<file path="config.mk">
export PLATFORM = sky130hd
export DESIGN_NAME = sct_core
export DESIGN_NICKNAME = d
export VERILOG_FILES = /design/src/hdl/sct_fifo.v /design/src/hdl/sct_core.v
export VERILOG_INCLUDE_DIRS = /design/src /design/src/hdl
export SDC_FILE = /design/constraint.sdc
export NUM_CORES = 1
export LEC_CHECK = 0
export BUFFER_PORTS_ARGS = -buffer_cell sky130_fd_sc_hd__buf_2
export CAP_MARGIN = 10
export CORE_MARGIN = 2
export CORE_UTILIZATION = 50
export DETAILED_ROUTE_END_ITERATION = 10
export GPL_TIMING_DRIVEN = 0
export HOLD_SLACK_MARGIN = 0.1
export PLACE_DENSITY = 0.75
export SYNTH_ARGS = -nofsm -noshare
export SYNTH_HDL_FRONTEND = slang
export SYNTH_SLANG_ARGS = --single-unit
</file>
<file path="constraint.sdc">
create_clock -name clk -period 7.1 [get_ports clk]
set_input_delay 1.065 -clock clk [delete_from_list [all_inputs] [get_ports clk]]
set_output_delay 1.065 -clock clk [all_outputs]
set_load 0.05 [all_outputs]
</file>
<file path="src/hdl/sct_defs.vh">
// sct_defs.vh: constants for the sdram command timing block
// assumes: included by bare name from design files under hdl/
`ifndef SCT_DEFS_VH
`define SCT_DEFS_VH

// ----------------------------------------
// command encodings {cs_n, ras_n, cas_n, we_n}
// ----------------------------------------
`define SCT_CMD_W 4
`define SCT_CMD_MODE 4'h0
`define SCT_CMD_REFRESH 4'h1
`define SCT_CMD_PRECHARGE 4'h2
`define SCT_CMD_ACTIVE 4'h3
`define SCT_CMD_WRITE 4'h4
`define SCT_CMD_READ 4'h5
`define SCT_CMD_STOP 4'h6
`define SCT_CMD_NOP 4'h7

// ----------------------------------------
// widths
// ----------------------------------------
`define SCT_DATA_W 16
`define SCT_LANES 2
`define SCT_ADDR_W 4
`define SCT_FIFO_DEPTH 4

// ----------------------------------------
// cycle figures
// ----------------------------------------
`define SCT_CLOCK_DISABLE_DELAY 1
`define SCT_CLOCK_ENABLE_DELAY 1
`define SCT_MASK_TO_INPUT_DELAY 0
`define SCT_WRITE_TO_DATA_DELAY 0
`define SCT_MASK_TO_FLOAT_DELAY 2
`define SCT_PRECHARGE_TO_FLOAT_CL3 3
`define SCT_PRECHARGE_TO_FLOAT_CL2 2
`define SCT_COLUMN_TO_COLUMN_GAP 1
`define SCT_MODE_LOAD_GAP 2
`define SCT_WRITE_END_TO_PRECHARGE_GAP 2

// ----------------------------------------
// mode word fields and reset values
// ----------------------------------------
`define SCT_MODE_BL_LSB 0
`define SCT_MODE_BL_MSB 2
`define SCT_MODE_CL_LSB 4
`define SCT_MODE_CL_MSB 6
`define SCT_RST_BURST 3'h2
`define SCT_RST_LATENCY 3'h2

`endif

</file>
<file path="src/hdl/sct_fifo.v">
// sct_fifo.v: small flip-flop fifo with valid/ready on both sides
// assumes: single clock, asynchronous active-high reset
`timescale 1ns/1ps
`default_nettype none
module sct_fifo #(
  parameter WIDTH = 16,
  parameter DEPTH = 4,
  parameter AW = 2
) (
  input wire clk,
  input wire rst,
  input wire in_valid,
  output wire in_ready,
  input wire [WIDTH-1:0] in_data,
  output wire out_valid,
  input wire out_ready,
  output wire [WIDTH-1:0] out_data
);
  reg [WIDTH-1:0] mem_q [0:DEPTH-1];
  reg [AW-1:0] wr_q;
  reg [AW-1:0] rd_q;
  reg [AW:0] cnt_q;
  wire push;
  wire pop;
  integer i;

  assign in_ready = (cnt_q != DEPTH[AW:0]);
  assign out_valid = (cnt_q != {(AW+1){1'b0}});
  assign out_data = mem_q[rd_q];
  assign push = in_valid & in_ready;
  assign pop = out_valid & out_ready;

  always @(posedge clk or posedge rst) begin
    if (rst) begin
      wr_q <= {AW{1'b0}};
      rd_q <= {AW{1'b0}};
      cnt_q <= {(AW+1){1'b0}};
      for (i = 0; i < DEPTH; i = i + 1) begin
        mem_q[i] <= {WIDTH{1'b0}};
      end
    end else begin
      if (push) begin
        mem_q[wr_q] <= in_data;
        wr_q <= wr_q + 1'b1;
      end
      if (pop) begin
        rd_q <= rd_q + 1'b1;
      end
      if (push & ~pop) begin
        cnt_q <= cnt_q + 1'b1;
      end else if (pop & ~push) begin
        cnt_q <= cnt_q - 1'b1;
      end
    end
  end
endmodule // sct_fifo
`default_nettype wire

</file>
<file path="src/hdl/sct_core.v">
// sct_core.v: device-side command timing of a small sdram array
// assumes: commands, mask and data come from logic on clk; clk_en from a pin
`timescale 1ns/1ps
`default_nettype none
`include "sct_defs.vh"
module sct_core (
  input wire clk,
  input wire rst,
  input wire clk_en,
  input wire [`SCT_CMD_W-1:0] cmd,
  input wire [`SCT_ADDR_W-1:0] col_addr,
  input wire [6:0] mode_word,
  input wire [`SCT_LANES-1:0] data_mask,
  input wire [`SCT_DATA_W-1:0] dq_in,
  output reg [`SCT_DATA_W-1:0] dq_out,
  output reg dq_oe,
  output reg rd_valid,
  input wire rd_ready,
  output reg [`SCT_DATA_W-1:0] rd_data,
  output reg suspended,
  output reg [2:0] column_read_latency
);
  // ----------------------------------------
  // clock enable synchroniser and suspend
  // ----------------------------------------
  reg cke_meta_q;
  reg cke_sync_q;
  reg run_q;
  always @(posedge clk or posedge rst) begin
    if (rst) begin
      cke_meta_q <= 1'b1;
      cke_sync_q <= 1'b1;
      run_q <= 1'b1;
    end else begin
      cke_meta_q <= clk_en;
      cke_sync_q <= cke_meta_q;
      // internal clock stops/resumes one period after the sampled level
      run_q <= cke_sync_q;
    end
  end

  // ----------------------------------------
  // mode register
  // ----------------------------------------
  reg [2:0] burst_q;
  reg [2:0] latency_q;
  always @(posedge clk or posedge rst) begin
    if (rst) begin
      burst_q <= `SCT_RST_BURST;
      latency_q <= `SCT_RST_LATENCY;
    end else if (run_q && cmd == `SCT_CMD_MODE) begin
      burst_q <= mode_word[`SCT_MODE_BL_MSB:`SCT_MODE_BL_LSB];
      latency_q <= mode_word[`SCT_MODE_CL_MSB:`SCT_MODE_CL_LSB];
    end
  end

  // ----------------------------------------
  // storage array with per-lane write mask
  // ----------------------------------------
  reg [`SCT_DATA_W-1:0] mem_q [0:(1<<`SCT_ADDR_W)-1];
  reg [`SCT_ADDR_W-1:0] col_q;
  reg [3:0] burst_left_q;
  reg wr_burst_q;
  reg rd_burst_q;
  wire col_cmd = run_q && (cmd == `SCT_CMD_WRITE || cmd == `SCT_CMD_READ);
  wire wr_now = run_q && ((cmd == `SCT_CMD_WRITE) || (wr_burst_q && cmd == `SCT_CMD_NOP));
  wire [`SCT_ADDR_W-1:0] wr_addr = (cmd == `SCT_CMD_WRITE) ? col_addr : col_q;
  wire [3:0] blen = (4'h1 << burst_q[1:0]);
  wire rd_now;
  wire fifo_in_ready;
  genvar g;
  generate
    for (g = 0; g < `SCT_LANES; g = g + 1) begin : lane
      // first word taken on the write command edge, mask on the same edge
      always @(posedge clk) begin
        if (wr_now && !data_mask[g]) begin
          mem_q[wr_addr][g*8+7:g*8] <= dq_in[g*8+7:g*8];
        end
      end
    end
  endgenerate

  // a fresh column command cuts any running burst short
  always @(posedge clk or posedge rst) begin
    if (rst) begin
      col_q <= {`SCT_ADDR_W{1'b0}};
      burst_left_q <= 4'h0;
      wr_burst_q <= 1'b0;
      rd_burst_q <= 1'b0;
    end else if (run_q) begin
      if (col_cmd) begin
        col_q <= col_addr + 1'b1;
        burst_left_q <= blen - 4'h1;
        wr_burst_q <= (cmd == `SCT_CMD_WRITE) && (blen != 4'h1);
        rd_burst_q <= (cmd == `SCT_CMD_READ) && (blen != 4'h1);
      end else if (cmd == `SCT_CMD_STOP || cmd == `SCT_CMD_PRECHARGE) begin
        wr_burst_q <= 1'b0;
        rd_burst_q <= 1'b0;
      end else if (burst_left_q != 4'h0) begin
        col_q <= col_q + 1'b1;
        burst_left_q <= burst_left_q - 4'h1;
        if (burst_left_q == 4'h1) begin
          wr_burst_q <= 1'b0;
          rd_burst_q <= 1'b0;
        end
      end
    end
  end

  // drop read beats issued while the output buffer is full; the burst address keeps advancing
  assign rd_now = run_q && fifo_in_ready && ((cmd == `SCT_CMD_READ) || (rd_burst_q && cmd == `SCT_CMD_NOP));

  // ----------------------------------------
  // read latency pipeline, index 0 is newest
  // ----------------------------------------
  reg [3:0] pipe_v_q;
  reg [`SCT_DATA_W-1:0] pipe_d_q [0:3];
  reg [3:0] pch_q;
  reg [1:0] mask_q;
  wire [`SCT_ADDR_W-1:0] rd_addr = (cmd == `SCT_CMD_READ) ? col_addr : col_q;
  wire [1:0] lat_idx = (latency_q == 3'h3) ? 2'h2 : 2'h1;
  wire out_v = pipe_v_q[lat_idx];
  // precharge floats output after latency cycles
  wire pch_cut = (latency_q == 3'h3) ? pch_q[`SCT_PRECHARGE_TO_FLOAT_CL3-1]
                                      : pch_q[`SCT_PRECHARGE_TO_FLOAT_CL2-1];
  // read mask floats output after two cycles
  wire mask_cut = mask_q[`SCT_MASK_TO_FLOAT_DELAY-1];
  integer k;
  always @(posedge clk or posedge rst) begin
    if (rst) begin
      pipe_v_q <= 4'h0;
      pch_q <= 4'h0;
      mask_q <= 2'h0;
      for (k = 0; k < 4; k = k + 1) begin
        pipe_d_q[k] <= {`SCT_DATA_W{1'b0}};
      end
    end else if (run_q) begin
      pipe_v_q <= {pipe_v_q[2:0], rd_now};
      pipe_d_q[0] <= mem_q[rd_addr];
      for (k = 1; k < 4; k = k + 1) begin
        pipe_d_q[k] <= pipe_d_q[k-1];
      end
      pch_q <= {pch_q[2:0], cmd == `SCT_CMD_PRECHARGE};
      mask_q <= {mask_q[0], data_mask != {`SCT_LANES{1'b0}}};
    end
  end

  // ----------------------------------------
  // output buffer and registered outputs
  // ----------------------------------------
  wire fifo_out_valid;
  wire [`SCT_DATA_W-1:0] fifo_out_data;
  wire fifo_pop = fifo_out_valid && (!rd_valid || rd_ready);
  sct_fifo #(
    .WIDTH(`SCT_DATA_W),
    .DEPTH(`SCT_FIFO_DEPTH),
    .AW(2)
  ) u_fifo (
    .clk(clk),
    .rst(rst),
    .in_valid(run_q && out_v && !pch_cut && !mask_cut),
    .in_ready(fifo_in_ready),
    .in_data(pipe_d_q[lat_idx]),
    .out_valid(fifo_out_valid),
    .out_ready(fifo_pop),
    .out_data(fifo_out_data)
  );

  always @(posedge clk or posedge rst) begin
    if (rst) begin
      dq_out <= {`SCT_DATA_W{1'b0}};
      dq_oe <= 1'b0;
      rd_valid <= 1'b0;
      rd_data <= {`SCT_DATA_W{1'b0}};
      suspended <= 1'b0;
      column_read_latency <= `SCT_RST_LATENCY;
    end else begin
      dq_out <= pipe_d_q[lat_idx];
      dq_oe <= run_q && out_v && !pch_cut && !mask_cut;
      if (fifo_pop) begin
        rd_valid <= 1'b1;
        rd_data <= fifo_out_data;
      end else if (rd_ready) begin
        rd_valid <= 1'b0;
      end
      suspended <= !run_q;
      column_read_latency <= latency_q;
    end
  end
endmodule // sct_core
`default_nettype wire

</file>
==> impl_metrics.json <==
{
  "synth_area_leaders": "edfxtp_1 (44%), dfrtp_1 (25%), mux2_2 (9.1%)",
  "ys_warn_count": 0,
  "worstSetupPathType": "input port to register",
  "r2r_setup_slack_ps": 3980,
  "drt-wirelength-per-cell_um": 20.7,
  "vias": 10300,
  "setup_viol": 0,
  "synth_top_area_cell": "edfxtp_1",
  "synth_cell_types": 51,
  "io_buffers": 69,
  "final_common_cell": "edfxtp_1",
  "first_global_vias": 10300,
  "cp_slowest_cell": "nor2_1",
  "drt_wl_total_um": 37500,
  "holdPathEnd": "run_q",
  "clk_pin_slew_ps": 60,
  "rsz0062_at_grt": "false",
  "tightest_slew_ps": 987,
  "final.period_utilization": 0.473,
  "r2r-end": "u_fifo.cnt_q[1]",
  "grt_pass1_wl_um": 58800,
  "crit_required_ps": 7270,
  "ff2ff_path_depth": 8,
  "numCtsBuffers": 45,
  "fillCellCount": 2620,
  "die_w_um": 192,
  "synth_seq_area_share": 0.697,
  "cts_setup_buffers": 0,
  "dpl.hpwl_um": 24700,
  "fin_nets": 1365,
  "cts-resized-gates": 0,
  "whs_ps": 355,
  "syn_nets": 1247,
  "maxCapViolations": 0,
  "antennaDiodeCount": 0,
  "grt_max_degree": 129,
  "synth_edf_count": 256,
  "layout_common_cells": "edfxtp_1 (256), nand2_1 (215), dfrtp_1 (177), mux2_2 (142), buf_2 (83)",
  "r2r_start": "u_fifo.cnt_q[0]",
  "ys.flop_type": "edfxtp_1",
  "overflow": 0,
  "globalplace.congestion": 0.832,
  "clk_latency_ps": 550,
  "start_kind": "input port",
  "setup_ws_ps": 3740,
  "drt_iter0_drc": 1035,
  "worst-path-stages": 8,
  "htreeDepth": 2,
  "dieArea_um2": 36700,
  "cp_cell_sequence": "buf_2 -> nand2b_1 -> nor3_1 -> clkbuf_1 -> nand3b_1 -> o21ai_0 -> nand2_1 -> nor2_1",
  "period_minus_slack_ps": 3360,
  "slew_headroom": 0.342,
  "p_leak_nw": 7.93,
  "crit_fanout": 10,
  "layout-drive-gt1-share": 0.265,
  "p_per_area_nw_per_um2": 380,
  "hold_violations": 0,
  "status": "completed",
  "netlist.area_leader.share": 0.436,
  "hp-start": "cke_sync_q",
  "cts-root-buf": "clkbuf_16",
  "cts_tree": "built",
  "clkSinkCount": 439,
  "netlist_instances": 1201,
  "syn_area_um2": 17600,
  "fmax_ghz": 0.298,
  "ir_drop_mv": 0.258,
  "hold_buffers": 0,
  "cp-end-kind": "register",
  "min_path_type": "register to register",
  "start_util": 0.509,
  "antenna_found_initial": 0,
  "synth.ff_latch_count": 439,
  "ant_nets": 0,
  "slowest_delay_ps": 750,
  "syn_to_final_growth_pct": 14.4,
  "io_pins": 75,
  "drc": 0,
  "viasPerCell": 5.68,
  "slew_violations": 0,
  "cp_top_family": "simple AND/OR/NAND/NOR gates",
  "track_usage": 0.209,
  "coreArea_um2": 34600,
  "num_rows": 68,
  "drt_pass1_iterations": 6,
  "finClkSkew_ps": 17.0,
  "post-place-ws_ps": 3200,
  "worstPathArrival_ps": 3520,
  "path_buf_inv": 2,
  "clockBufferDepth": 3,
  "async_flop_share": 0.417,
  "syn_area_per_cell_um2": 14.7,
  "fp.dieH_um": 192,
  "min_delay_path_depth": 0
}
[cell families after synthesis]
family                   Yosys count  synth area share
multiplexers                     191             0.142
buffers and inverters             78            0.0196
AO/OA/AOI/OAI                     89            0.0308
flip-flops                       439             0.697
XOR/XNOR                          14           0.00696
AND/OR/NAND/NOR                  381            0.0970
adder cells (fa/ha/maj)            9           0.00682
[Yosys cell counts (4+ instances only)]
cell type,n
edfxtp_1,256
nand2_1,215
dfrtp_1,177
mux2_2,142
nand3_1,65
nor2_1,46
clkbuf_1,39
mux4_2,32
a21oi_1,31
a31oi_1,22
nand4_1,16
inv_1,15
mux2i_1,15
buf_2,14
o21ai_0,13
a211oi_1,11
ha_1,8
xnor2_1,8
buf_1,6
dfstp_2,6
xor2_1,6
nand2b_1,5
nor3_1,5
o221ai_1,5
nand2_2,4
nor3b_1,4
[final cells by class]
class / instances / area, µm² / area share
Tap cell: 455 / 569 / 0.0283
Clock inverter: 20 / 195 / 0.00969
Multi-Input combinational cell: 684 / 4990 / 0.248
Inverter: 15 / 63.8 / 0.00317
Clock buffer: 64 / 1380 / 0.0686
Sequential cell: 439 / 12300 / 0.609
Buffer: 63 / 289 / 0.0143
Timing Repair Buffer: 71 / 380 / 0.0189
[stage by stage]
step / area [µm²] / setup TNS (ps) / cells / total power [mW] / util
floorplan: 17600 / 0 / 1201 / 4.63 / -
global placement: 18500 / -172580 / 1725 / 5.16 / 0.535
detailed placement: 18600 / 0 / 1726 / 5.23 / 0.536
CTS: 20100 / 0 / 1810 / 7.70 / 0.582
global route: 20100 / 0 / 1811 / 8.00 / 0.582
finish: 20100 / 0 / 1811 / 7.66 / 0.582
[worst register-to-register path, stage by stage, from the launching register on]
cell	delay, ps
dfrtp_1	440
nor3_1	110
a21oi_1	770
clkbuf_1	590
inv_1	110
ha_1	240
inv_1	70
fa_1	410
mux2_2	270
[registers in the layout, summed over array words and instances, names as in the netlist, 2 cells and up]
signal,flops
burst_left_q,4
burst_q,2
col_q,4
column_read_latency,3
dq_out,16
latency_q,3
mask_q,2
mem_q,256
pch_q,3
pipe_d_q,48
pipe_v_q,3
rd_data,16
u_fifo.cnt_q,3
u_fifo.mem_q,64
u_fifo.rd_q,2
u_fifo.wr_q,2
[worst max path at each step]
stage,startpoint,end,slack [ps]
floorplan,rst,burst_left_q[0],1070
global placement,rst,pipe_d_q[51],-990
detailed placement,rd_ready,u_fifo.cnt_q[1],3200
CTS,rd_ready,u_fifo.cnt_q[1],3780
global route,cmd[3],mem_q[11][2],3590
finish,cmd[3],mem_q[9][4],3740
[layer usage]
layer  vias to the layer above  wire (µm)  global-route usage
met4                         0        837              0.0583
li1                       4642          -                   -
met3                        70       2570              0.0309
met5                         -          0                   0
met2                       389      18200               0.349
met1                      5184      15900               0.289
[power breakdown]
group	total (mW)	switching (mW)	leakage, nW	internal, mW
Combinational	2.02	1.31	2.48	0.710
Sequential	3.17	0.164	4.66	3.01
Clock	2.46	0.991	0.783	1.47
Total	7.66	2.46	7.93	5.19
Power figures use the tool's default switching activity.
